`config.mk`:
```
export PLATFORM = sky130hd
export DESIGN_NAME = qdac_host
export DESIGN_NICKNAME = d
export VERILOG_FILES = /design/src/qdac_pkg.sv /design/src/qdac_host.sv /design/src/qdac_timer.sv
export VERILOG_INCLUDE_DIRS = /design/src
export SDC_FILE = /design/constraint.sdc
export NUM_CORES = 1
export LEC_CHECK = 0
export BUFFER_PORTS_ARGS = -buffer_cell sky130_fd_sc_hd__buf_4
export CAP_MARGIN = 15
export CORE_AREA = 2 2 135 137
export DETAILED_ROUTE_END_ITERATION = 8
export DIE_AREA = 0 0 137 139
export SETUP_SLACK_MARGIN = 0.02
export SLEW_MARGIN = 20
export SYNTH_ARGS = -nofsm -noshare
export SYNTH_HDL_FRONTEND = slang
export SYNTH_SLANG_ARGS = --single-unit
```
`constraint.sdc`:
```
create_clock -name clk_i -period 3.4 [get_ports clk_i]
set_input_delay 0.34 -clock clk_i [delete_from_list [all_inputs] [get_ports clk_i]]
set_output_delay 0.34 -clock clk_i [all_outputs]
set_load 0.02 [all_outputs]
```
`src/qdac_regs.svh`:
```
// Constants of the quad DAC host controller: register map, fields, timing.
// Assumes inclusion by bare name from the package and the host module.
`ifndef QDAC_REGS_SVH
`define QDAC_REGS_SVH

// Device pin bus
`define QDAC_BUS_W        16
`define QDAC_CODE_MAX_W   12
`define QDAC_CH_N         4

// Register offsets on the software port
`define QDAC_CTRL_OFS     8'h00
`define QDAC_STATUS_OFS   8'h04
`define QDAC_DATA0_OFS    8'h10

// CTRL fields
`define QDAC_CTRL_SYNC    0
`define QDAC_CTRL_SLEEP   1
`define QDAC_CTRL_BYTE    2
`define QDAC_CTRL_LOAD    3
`define QDAC_CTRL_WIPE    4

// DATA fields
`define QDAC_DATA_GAIN    15

// STATUS fields
`define QDAC_STAT_BUSY    0
`define QDAC_STAT_WAKE    1
`define QDAC_STAT_DIRTY   4
`define QDAC_STAT_PEND    8

// Reset values
`define QDAC_CTRL_RST     3'h0
`define QDAC_CODE_RST     12'h000

// Timing
`define QDAC_CLK_MHZ      25
`define QDAC_WR_LOW_CYC   2
`define QDAC_LOAD_CYC     2
`define QDAC_WIPE_CYC     2
`define QDAC_WAKE_NS      5000
`define QDAC_WAKE_CYC     ((`QDAC_WAKE_NS * `QDAC_CLK_MHZ + 999) / 1000)

`endif

```
`src/qdac_pkg.sv`:
```
// Types shared by the quad DAC host controller.
// Assumes qdac_regs.svh is on the include path.
`include "qdac_regs.svh"

package qdac_pkg;

  // Levels driven onto the device pins
  typedef struct packed {
    logic                   cs_n;
    logic                   wr_n;
    logic                   output_load_n_n;
    logic                   clr_n;
    logic                   pd_n;
    logic [1:0]             addr;
    logic                   upper_byte_select;
    logic [`QDAC_BUS_W-1:0] data;
  } qdac_pins_t;

  // Software controls held in CTRL
  typedef struct packed {
    logic byte_mode;
    logic sleep;
    logic sync;
  } qdac_ctrl_t;

  typedef enum logic [5:0] {
    QDAC_ST_IDLE   = 6'b00_0001,
    QDAC_ST_SETUP  = 6'b00_0010,
    QDAC_ST_STROBE = 6'b00_0100,
    QDAC_ST_HOLD   = 6'b00_1000,
    QDAC_ST_LOAD   = 6'b01_0000,
    QDAC_ST_WIPE   = 6'b10_0000
  } qdac_state_t;

endpackage

```
`src/qdac_host.sv`:
```
// Host controller for a quad parallel-load DAC: software port and pins.
// Assumes device pins are sampled by the DAC on wr_n rising edges; no
// read-back path exists on the device, so the bus is output only.
//
// Function
// - Synchronous mode keeps load pin low; update follows each write.
// - Asynchronous mode keeps load high during writes, pulses it later.
// - Two-byte mode: upper_byte_select 0 low byte, 1 high byte.
// - Gain may ride on any bus bit above the code bits.
`timescale 1ns/1ps
`include "qdac_regs.svh"

module qdac_host
  import qdac_pkg::*;
#(
  parameter int CODE_W   = 12,
  parameter int GAIN_BIT = `QDAC_DATA_GAIN
) (
  input  wire logic        clk_i,    // System clock, 25 MHz
  input  wire logic        rst_n_i,  // Async reset, active low
  input  wire logic [7:0]  addr_i,   // Register byte address
  input  wire logic [31:0] wdata_i,  // Write data
  input  wire logic        wr_i,     // Write strobe, one cycle
  input  wire logic        rd_i,     // Read strobe, one cycle
  output logic      [31:0] rdata_o,  // Read data, cycle after rd_i
  output qdac_pins_t       dev_o     // Device pin levels
);

  localparam int CH = `QDAC_CH_N;
  localparam int CW = `QDAC_CODE_MAX_W;
  localparam logic [CW:0] CODE_ONE = (CW+1)'(1);
  localparam logic [CW-1:0] CODE_MASK =
    CW'((CODE_ONE << CODE_W) - CODE_ONE);

  generate
    if (CODE_W != 8 && CODE_W != 10 && CODE_W != 12) begin : g_bad_code
      $error("qdac_host: CODE_W must be 8, 10 or 12");
    end
    if (GAIN_BIT < CODE_W || GAIN_BIT >= `QDAC_BUS_W) begin : g_bad_gain
      $error("qdac_host: GAIN_BIT must sit above code bits on the bus");
    end
  endgenerate

  ////////////////////////////////////////////////////////////////////////////
  // Declarations
  ////////////////////////////////////////////////////////////////////////////

  qdac_ctrl_t          ctrl_ff,     nxt_ctrl;
  logic                load_req_ff, nxt_load_req;
  logic                wipe_req_ff, nxt_wipe_req;
  logic [CW-1:0]       code_ff     [CH];
  logic [CW-1:0]       nxt_code    [CH];
  logic [CH-1:0]       gain_ff,     nxt_gain;
  logic [CH-1:0]       pend_ff,     nxt_pend;
  logic [CH-1:0]       dirty_ff,    nxt_dirty;
  logic [31:0]         rdata_ff,    nxt_rdata;
  qdac_state_t         state_ff,    nxt_state;
  logic [1:0]          ch_ff,       nxt_ch;
  logic                half_ff,     nxt_half;
  qdac_pins_t          pins_ff,     nxt_pins;
  logic [CH-1:0]       served;
  logic [CH-1:0]       wrote;
  logic                load_go;
  logic                wipe_go;
  logic                step_start;
  logic [7:0]          step_len;
  logic                step_last;
  logic                wake_start;
  logic                wake_busy;
  logic                ctrl_hit;

  assign ctrl_hit = wr_i && (addr_i == `QDAC_CTRL_OFS);

  ////////////////////////////////////////////////////////////////////////////
  // Software registers
  ////////////////////////////////////////////////////////////////////////////

  always_comb begin
    nxt_ctrl     = ctrl_ff;
    nxt_load_req = load_req_ff & ~load_go;
    nxt_wipe_req = wipe_req_ff & ~wipe_go;
    if (ctrl_hit) begin
      nxt_ctrl.sync      = wdata_i[`QDAC_CTRL_SYNC];
      nxt_ctrl.sleep     = wdata_i[`QDAC_CTRL_SLEEP];
      nxt_ctrl.byte_mode = wdata_i[`QDAC_CTRL_BYTE];
      // Load pulses only make sense in asynchronous mode
      if (wdata_i[`QDAC_CTRL_LOAD] && !wdata_i[`QDAC_CTRL_SYNC]) begin
        nxt_load_req = 1'b1;
      end
      if (wdata_i[`QDAC_CTRL_WIPE]) begin
        nxt_wipe_req = 1'b1;
      end
    end
  end

  // Shadow of each channel's code and gain; a new write wins over a clear
  for (genvar c = 0; c < CH; c++) begin : g_ch
    logic hit;
    assign hit = wr_i && (addr_i == 8'(`QDAC_DATA0_OFS + 4 * c));
    always_comb begin
      nxt_code[c]  = code_ff[c];
      nxt_gain[c]  = gain_ff[c];
      nxt_pend[c]  = pend_ff[c] & ~served[c];
      nxt_dirty[c] = dirty_ff[c] & ~load_go;
      if (wrote[c] && !ctrl_ff.sync) begin
        nxt_dirty[c] = 1'b1;
      end
      if (wipe_go) begin
        nxt_code[c]  = `QDAC_CODE_RST;
        nxt_gain[c]  = 1'b0;
        nxt_pend[c]  = 1'b0;
        nxt_dirty[c] = 1'b0;
      end
      if (hit) begin
        nxt_code[c] = wdata_i[CW-1:0] & CODE_MASK;
        nxt_gain[c] = wdata_i[`QDAC_DATA_GAIN];
        nxt_pend[c] = 1'b1;
      end
    end
    always_ff @(posedge clk_i or negedge rst_n_i) begin
      if (!rst_n_i) begin
        code_ff[c]  <= `QDAC_CODE_RST;
        gain_ff[c]  <= 1'b0;
        pend_ff[c]  <= 1'b0;
        dirty_ff[c] <= 1'b0;
      end else begin
        code_ff[c]  <= nxt_code[c];
        gain_ff[c]  <= nxt_gain[c];
        pend_ff[c]  <= nxt_pend[c];
        dirty_ff[c] <= nxt_dirty[c];
      end
    end
  end

  always_comb begin
    nxt_rdata = 32'h0000_0000;
    if (rd_i) begin
      if (addr_i == `QDAC_CTRL_OFS) begin
        nxt_rdata[`QDAC_CTRL_SYNC]  = ctrl_ff.sync;
        nxt_rdata[`QDAC_CTRL_SLEEP] = ctrl_ff.sleep;
        nxt_rdata[`QDAC_CTRL_BYTE]  = ctrl_ff.byte_mode;
      end else if (addr_i == `QDAC_STATUS_OFS) begin
        nxt_rdata[`QDAC_STAT_BUSY] = (state_ff != QDAC_ST_IDLE) ||
                                     (|pend_ff) || load_req_ff || wipe_req_ff;
        nxt_rdata[`QDAC_STAT_WAKE] = wake_busy;
        nxt_rdata[`QDAC_STAT_DIRTY +: CH] = dirty_ff;
        nxt_rdata[`QDAC_STAT_PEND +: CH]  = pend_ff;
      end else begin
        for (int c = 0; c < CH; c++) begin
          if (addr_i == 8'(`QDAC_DATA0_OFS + 4 * c)) begin
            nxt_rdata[CW-1:0]             = code_ff[c];
            nxt_rdata[`QDAC_DATA_GAIN]    = gain_ff[c];
          end
        end
      end
    end
  end

  always_ff @(posedge clk_i or negedge rst_n_i) begin
    if (!rst_n_i) begin
      ctrl_ff     <= `QDAC_CTRL_RST;
      load_req_ff <= 1'b0;
      wipe_req_ff <= 1'b0;
      rdata_ff    <= 32'h0000_0000;
    end else begin
      ctrl_ff     <= nxt_ctrl;
      load_req_ff <= nxt_load_req;
      wipe_req_ff <= nxt_wipe_req;
      rdata_ff    <= nxt_rdata;
    end
  end

  assign rdata_o = rdata_ff;

  ////////////////////////////////////////////////////////////////////////////
  // Pin sequencer
  ////////////////////////////////////////////////////////////////////////////

  always_comb begin
    nxt_state  = state_ff;
    nxt_ch     = ch_ff;
    nxt_half   = half_ff;
    nxt_pins   = pins_ff;
    served     = '0;
    wrote      = '0;
    load_go    = 1'b0;
    wipe_go    = 1'b0;
    step_start = 1'b0;
    step_len   = 8'(`QDAC_WR_LOW_CYC);
    case (state_ff)
      QDAC_ST_IDLE: begin
        // Loads only start from idle, so both bytes are already in
        if (wipe_req_ff) begin
          nxt_state  = QDAC_ST_WIPE;
          step_start = 1'b1;
          step_len   = 8'(`QDAC_WIPE_CYC);
          wipe_go    = 1'b1;
        end else if (load_req_ff) begin
          nxt_state  = QDAC_ST_LOAD;
          step_start = 1'b1;
          step_len   = 8'(`QDAC_LOAD_CYC);
          load_go    = 1'b1;
        end else if (|pend_ff) begin
          for (int c = CH - 1; c >= 0; c--) begin
            if (pend_ff[c]) begin
              nxt_ch = 2'(c);
            end
          end
          served[nxt_ch] = 1'b1;
          nxt_half       = 1'b0;
          nxt_state      = QDAC_ST_SETUP;
        end
      end
      QDAC_ST_SETUP: begin
        nxt_state  = QDAC_ST_STROBE;
        step_start = 1'b1;
      end
      QDAC_ST_STROBE: begin
        if (step_last) begin
          nxt_state = QDAC_ST_HOLD;
        end
      end
      QDAC_ST_HOLD: begin
        if (ctrl_ff.byte_mode && !half_ff) begin
          nxt_half  = 1'b1;
          nxt_state = QDAC_ST_SETUP;
        end else begin
          wrote[ch_ff] = 1'b1;
          nxt_state    = QDAC_ST_IDLE;
        end
      end
      QDAC_ST_LOAD, QDAC_ST_WIPE: begin
        if (step_last) begin
          nxt_state = QDAC_ST_IDLE;
        end
      end
      default: begin
        nxt_state = QDAC_ST_IDLE;
      end
    endcase

    // Address and data change only on entry to setup
    if (nxt_state == QDAC_ST_SETUP) begin
      nxt_pins.addr = nxt_ch;
      nxt_pins.data = '0;
      if (ctrl_ff.byte_mode) begin
        nxt_pins.upper_byte_select = nxt_half;
        if (nxt_half) begin
          nxt_pins.data[1:0] = code_ff[nxt_ch][9:8];
        end else begin
          nxt_pins.data[7:0] = code_ff[nxt_ch][7:0];
        end
      end else begin
        nxt_pins.upper_byte_select           = 1'b0;
        nxt_pins.data[CW-1:0]   = code_ff[nxt_ch];
        nxt_pins.data[GAIN_BIT] = gain_ff[nxt_ch];
      end
    end
    nxt_pins.cs_n   = !(nxt_state == QDAC_ST_SETUP ||
                        nxt_state == QDAC_ST_STROBE ||
                        nxt_state == QDAC_ST_HOLD);
    nxt_pins.wr_n   = (nxt_state != QDAC_ST_STROBE);
    nxt_pins.output_load_n_n = !(ctrl_ff.sync ||
                        nxt_state == QDAC_ST_LOAD);
    nxt_pins.clr_n  = (nxt_state != QDAC_ST_WIPE);
    nxt_pins.pd_n   = !nxt_ctrl.sleep;
  end

  always_ff @(posedge clk_i or negedge rst_n_i) begin
    if (!rst_n_i) begin
      state_ff     <= QDAC_ST_IDLE;
      ch_ff        <= 2'h0;
      half_ff      <= 1'b0;
      pins_ff      <= '0;
      pins_ff.cs_n <= 1'b1;
      pins_ff.wr_n <= 1'b1;
      pins_ff.output_load_n_n <= 1'b1;
      pins_ff.clr_n  <= 1'b1;
      pins_ff.pd_n   <= 1'b1;
    end else begin
      state_ff <= nxt_state;
      ch_ff    <= nxt_ch;
      half_ff  <= nxt_half;
      pins_ff  <= nxt_pins;
    end
  end

  assign dev_o = pins_ff;

  qdac_timer #(.W(8)) u_step (
    .clk_i   (clk_i),
    .rst_n_i (rst_n_i),
    .start_i (step_start),
    .len_i   (step_len),
    .busy_o  (),
    .last_o  (step_last)
  );

  // Wake time runs from the sleep pin rising
  assign wake_start = ctrl_ff.sleep && !nxt_ctrl.sleep;

  qdac_timer #(.W(8)) u_wake (
    .clk_i   (clk_i),
    .rst_n_i (rst_n_i),
    .start_i (wake_start),
    .len_i   (8'(`QDAC_WAKE_CYC)),
    .busy_o  (wake_busy),
    .last_o  ()
  );
endmodule

```
`src/qdac_timer.sv`:
```
// Down-counter that times one phase of the pin sequence.
// Assumes a single clock and an active-low asynchronous reset.
`timescale 1ns/1ps

module qdac_timer #(
  parameter int W = 8
) (
  input  wire logic         clk_i,    // System clock
  input  wire logic         rst_n_i,  // Async reset, active low
  input  wire logic         start_i,  // Load the count
  input  wire logic [W-1:0] len_i,    // Cycles to run
  output logic              busy_o,   // Count not yet zero
  output logic              last_o    // Final cycle or idle
);

  logic [W-1:0] cnt_ff;
  logic [W-1:0] nxt_cnt;

  generate
    if (W < 2) begin : g_bad_width
      $error("qdac_timer: W must be at least 2");
    end
  endgenerate

  always_comb begin
    nxt_cnt = cnt_ff;
    if (start_i) begin
      nxt_cnt = len_i;
    end else if (cnt_ff != '0) begin
      nxt_cnt = cnt_ff - W'(1);
    end
  end

  always_ff @(posedge clk_i or negedge rst_n_i) begin
    if (!rst_n_i) begin
      cnt_ff <= '0;
    end else begin
      cnt_ff <= nxt_cnt;
    end
  end

  assign busy_o = (cnt_ff != '0);
  assign last_o = (cnt_ff <= W'(1));

endmodule
```
== Word-level counts from Yosys, hierarchy flattened ==
Cells that the tools add are included.

* Bits in registers: 124
* Latch bits: 0
* Bits in writable memories: 0
* Memory bits (read-only): 0
* Input bits: 44
* Output and inout bits: 56
* Logic and storage cells: 220
* Memories kept: 0

* Add/sub/neg operators: 2
* Multiply operators: 0
* Div/mod/pow operators: 0
* $lt $le $gt $ge: 7
* Equal/unequal tests: 18
* Shift-type cells: 0
* Mux-type cells: 104
* Bitwise gates (word level): 17
* Reductions and logical operators: 37

{| class="wikitable"
|+ Operators by type and width
! kind !! number
|-
| 12-bit 2-to-1 mux || 12
|-
| 8-bit 2-to-1 mux || 6
|-
| 1-bit 2-to-1 mux || 47
|-
| 6-bit 2-to-1 mux || 6
|-
| 2-bit 2-to-1 mux || 17
|-
| 8-bit by 5-bit equality test with 1-bit output, second input constant || 4
|-
| 6-bit case mux with 5 select lines || 1
|-
| 4-bit 2-to-1 mux || 7
|-
| 12-bit binary-select mux with 2-bit select || 1
|-
| 8-bit nonzero test || 2
|-
| 8-bit by 1-bit subtractor with 8-bit output, second input constant || 2
|-
| 1-bit logical AND || 14
|-
| 6-bit by 2-bit equality test with 1-bit output, second input constant || 2
|-
| 6-bit by 3-bit equality test with 1-bit output, second input constant || 2
|-
| 6-bit by 4-bit equality test with 1-bit output, second input constant || 2
|-
| 6-bit by 5-bit equality test with 1-bit output, second input constant || 2
|-
| 2-bit nonzero test || 6
|-
| 1-bit bitwise AND || 10
|-
| 2-bit by 3-bit < comparator with 1-bit output, second input constant || 3
|-
| 9-bit 2-to-1 mux || 1
|-
| 8-bit by 3-bit equality test with 1-bit output, second input constant || 1
|-
| 8-bit by 1-bit <= comparator with 1-bit output, second input constant || 1
|-
| 8-bit zero test || 1
|-
| 6-bit by 1-bit equality test with 1-bit output, second input constant || 1
|-
| 16 further kinds || 34
|}

== Depth between registers and ports, before layout ==
* Depth after elaboration: 20
* Gate-level depth with buffers: 10
* Mapped depth without buffers: 8

== Cells and area by module ==
A second synthesis with hierarchy kept.

* Cells, all modules: 658
* Area total of the unflattened synthesis: 6302.3 um^2

{| class="wikitable"
|+ Modules (own cells, without submodules)
! module !! instances !! cells an instance !! area each (um^2) !! seq. area each (um^2)
|-
| qdac_host || 1 || 526 || 5161.2 || 2710.1
|-
| qdac_timer || 2 || 66 || 570.5 || 200.2
|}

== Least setup slack after synthesis ==
Ideal clock, no wire load.

* Path kind: register to register
* Start point: reg state_ff[0]
* End point: reg pins_ff, in the netlist dev_o[10]
* Setup time: 0.121 ns
* Data arrival time: 2.721 ns
* Data required time: 3.279 ns
* Path slack: 0.559 ns
* Cell stages (with the launch flop): 8
* Buffers on the path: 2
* Clock period less this slack: 2.841 ns
* Cells stage by stage: dfstp_2 > or4b_4 > buf_6 > nor3_4 > mux2i_2 > buf_2 > mux4_2 > a22o_1

* Longest elaborated chain between the ends: 7
* Elaborated cells between the ends (all ways): 20
* Classes of those cells: eq/ne: 7; mux: 11; bitwise: 1; reduce/logical: 1

{| class="wikitable"
|+ RTL lines
! item !! RTL line !! text
|-
| from (decl) || qdac_host.sv:57 || <nowiki>qdac_state_t state_ff, nxt_state;</nowiki>
|-
| from (signal assigned) || qdac_host.sv:281 || <nowiki>state_ff <= nxt_state;</nowiki>
|-
| 6-bit by 1-bit equality test with 1-bit output || qdac_host.sv:190 || <nowiki>case (state_ff)</nowiki>
|-
| 2-bit 2-to-1 mux || qdac_host.sv:190 ||
|-
| 2-bit NOT with 3-bit output (not written as such) || qdac_host.sv:255 || <nowiki>nxt_pins.data[CW-1:0] = code_ff[nxt_ch];</nowiki>
|-
| 12-bit binary-select mux with 2-bit select || qdac_host.sv:255 ||
|-
| 12-bit 2-to-1 mux (not written as such) (2 in series) || qdac_host.sv:255 ||
|-
| 4-bit 2-to-1 mux || qdac_host.sv:246 || <nowiki>if (ctrl_ff.byte_mode) begin</nowiki>
|-
| to (signal assigned) || qdac_host.sv:284 || <nowiki>pins_ff <= nxt_pins;</nowiki>
|-
| to (decl) || qdac_host.sv:60 || <nowiki>qdac_pins_t pins_ff, nxt_pins;</nowiki>
|}

Several ways; a longest one is shown, not always the timed one. The select of a mux whose other input is x is not followed.
A chain may end at the register's enable or synchronous reset.

== Worst setup path after layout ==
* Start point: reg state_ff[0]
* End point: reg pins_ff, in the netlist dev_o[15]

* Longest elaborated chain between the ends: 5
* Elaborated cells between the ends (all ways): 18
* Classes of those cells: eq/ne: 7; mux: 10; reduce/logical: 1

{| class="wikitable"
|+ RTL lines
! item !! RTL line
|-
| 6-bit 2-to-1 mux or 6-bit by 1-bit equality test with 1-bit output (tied branches) || qdac_host.sv:203, qdac_host.sv:190
|-
| 6-bit 2-to-1 mux or 2-bit 2-to-1 mux (tied branches) || qdac_host.sv:198, qdac_host.sv:190
|-
| 6-bit 2-to-1 mux or 1-bit binary-select mux with 2-bit select (tied branches) || qdac_host.sv:193, qdac_host.sv:256
|-
| 6-bit case mux with 5 select lines or 1-bit 2-to-1 mux (tied branches) || qdac_host.sv:190, qdac_host.sv:256
|-
| 6-bit by 2-bit equality test with 1-bit output or 1-bit 2-to-1 mux (tied branches) || qdac_host.sv:243, qdac_host.sv:246
|}

Several ways; a longest one is shown, not always the timed one. The select of a mux whose other input is x is not followed.

==> results_dict.tcl <==
set metrics [dict create \
    max-vdd-ir-drop_v 0.000345 \
    regArea_sq_um 3110 \
    multi_input_area_sq_um 2600 \
    met2_usage_pct 28.7 \
    vias_per_cell 5.25 \
    ys_types 57 \
    routabilityCongestion 0.829 \
    finalWirelength_um 15800 \
    htree_levels 4 \
    tightest_slew_ns 0.761 \
    dp.cells 892 \
    ys.flop_type "dfrtp_1" \
    ctsResizeCount 0 \
    required_ns 3.70 \
    async_flop_share_pct 100 \
    fin_worst_skew_ns 0.00564 \
    worst_setup_path_start_kind "flop" \
    final_area_sq_um 7240 \
    critical_path_arrival_ns 3.18 \
    ant_nets 0 \
    rsz0062_at_grt "no" \
    violations "negative hold slack" \
    clockBufferDepth 2 \
    n_antenna_cell 0 \
    dp_hpwl_um 10900 \
    dieArea_sq_um 19000 \
    r2r-start "state_ff[0]" \
    setup_viol 0 \
    grt-ovfl-total 0 \
    final_nets 730 \
    grt_max_degree 61 \
    drv_cap 0 \
    grt_pass1_wl_um 25900 \
    p_total_w 0.00513 \
    wl_per_cell_um 17.1 \
    rr_worst_depth 6 \
    portBuffers 58 \
    syn2layout_area_growth_pct 20.2 \
    outcome "finished, violations left" \
    critPathKind "reg -> reg" \
    antenna_found_initial 0 \
    hold_class "in -> async" \
    avgSynthCellArea_sq_um 9.65 \
    fin_cells 924 \
    ys_seq_area_share_pct 51.7 \
    clkSinkCount 124 \
    fillers 1724 \
    power_density_nw_per_um2 709 \
    slew_viol_final 0 \
    cts_setup_buffers 0 \
    synthCells 624 \
    drtIter0Drc 395 \
    r2r-end "dev_o[15]" \
    critPathCaptureType "flop" \
    synth_area_sq_um 6020 \
    ys_ff_latch 124 \
    drcViolationCount 0 \
    cts_hold_buf 0 \
    slew_headroom_pct 48.5 \
    r2r_setup_slack_ns 0.52 \
    coreArea_sq_um 17700 \
    dpl-instance-area_sq_um 6630 \
    pre_cts_slack_ns 0.539 \
    dieWidth_um 137 \
    finalSetupTns_ns 0 \
    synth_edf_count 0 \
    die_h_um 139 \
    finalCritPeriodShare_pct 84.6 \
    cts.clk_slew.worst_paths_ns 0.06 \
    clk_latency_ns 0.42 \
    core.rowCount 49 \
    first_pass_iters 5 \
    busiest_layer "met2" \
    worst-path-max-fanout 17 \
    drive_gt1_share_pct 19.1 \
    grt_use_met3_pct 4.35 \
    ios 100 \
    num_vias 4853 \
    max_freq_mhz 348 \
    initial_core_util_pct 34.1 \
    hold_viol_final 7 \
    grt_util_all_layers_pct 17.7 \
    cts_tree "yes" \
    cts_buffers 17 \
    p_leak_nw 3.31 \
    use_met1_pct 22.7 \
    layout_setup_ws_ns 0.523 \
    yosysWarnings 0 \
    cts_root_buffer "clkbuf_16" \
    hold_ws_ns -0.00288 \
    grt_pass1_vias 4839 \
    period_minus_slack_ns 2.88 \
]
kinds of logic after synthesis:
| kind of cell | Yosys count | synth area share [%] |
|---|---|---|
| other cells | 1 | 0.0623 |
| mux | 18 | 5.40 |
| simple gates | 252 | 19.0 |
| flops | 124 | 51.7 |
| compound gates | 140 | 14.9 |
| xor+xnor | 12 | 1.75 |
| fa+ha+maj | 4 | 0.831 |
| buf+inv | 73 | 6.42 |
how the worst max path moves through the flow:
stage	to	start	slack, ns
after detailed placement	dev_o[15]	state_ff[0]	0.54
after global placement	dev_o[15]	state_ff[0]	0.60
after CTS	dev_o[15]	state_ff[0]	0.53
final	dev_o[15]	state_ff[0]	0.52
after floorplan	dev_o[10]	state_ff[0]	0.56
after global routing	dev_o[1]	state_ff[0]	0.44
through the flow:
step / util [%] / hold slack, ns
final: 41.0 / -0.00288
after global routing: 41.0 / 0.0489
after CTS: 41.0 / 0.0180
after detailed placement: 37.5 / 0.470
after global placement: 37.5 / 0.461
after floorplan: - / 0.0444
where the power goes:
group          total [W]  internal [W]  switching (W)
registers        0.00202       0.00177       0.000248
clock network    0.00185       0.00118       0.000672
logic            0.00127      0.000588       0.000677
critical path: stages, from the launching register on:
cell and delay [ns]:
dfstp_2 0.59, or4b_4 0.55, nor3_4 0.26, mux2i_2 0.23, buf_4 0.33, mux4_2 0.59
a22o_1 0.21
placed cells by master, fill, tap and decap left out, types with 11 or more instances in the layout:
master     count
conb_1        22
a21oi_1       23
clkbuf_16     17
nand2_1      140
nor3_1        11
a22o_1        13
nand3_1       20
mux4_2        11
o21ai_0       28
buf_4         72
o21ai_1       32
dfrtp_1      118
inv_1         14
nor2_1        35
area by class of cell:
cell class / count / area share (%)
Inverter: 18 / 0.934
Clock buffer: 19 / 6.12
Timing Repair Buffer: 73 / 7.75
Multi-Input combinational cell: 448 / 36.0
Clock inverter: 13 / 2.28
Tap cell: 229 / 3.96
Sequential cell: 124 / 43.0
cells in the mapped netlist, types with 9 or more instances:
cell type	n	area, sq um
a21oi_1	23	115
a221oi_1	10	87.6
a22o_1	13	114
a22oi_1	9	67.6
buf_4	23	173
clkbuf_1	25	93.8
dfrtp_1	118	2950
inv_1	14	52.6
mux4_2	11	248
nand2_1	140	526
nand3_1	20	100
nor2_1	35	131
nor3_1	11	55.1
o21ai_0	28	140
o21ai_1	32	160
registers in the layout (all words and copies together) (netlist names), 4 cells and up:
register	flops
state_ff	6
gain_ff	4
pend_ff	4
u_wake.cnt_ff	8
dev_o	21
dirty_ff	4
rdata_o	13
code_ff	48
u_step.cnt_ff	8
per-layer routing:
| layer | wire length (um) | part of all wire (%) | up-vias |
|---|---|---|---|
| met5 | 0 | 0 | - |
| met4 | 329 | 2.1 | 0 |
| met3 | 959 | 6.1 | 22 |
| met2 | 7840 | 50 | 155 |
| met1 | 6680 | 42 | 2409 |
| li1 | - | - | 2267 |
(Power assumes the default switching activity.)
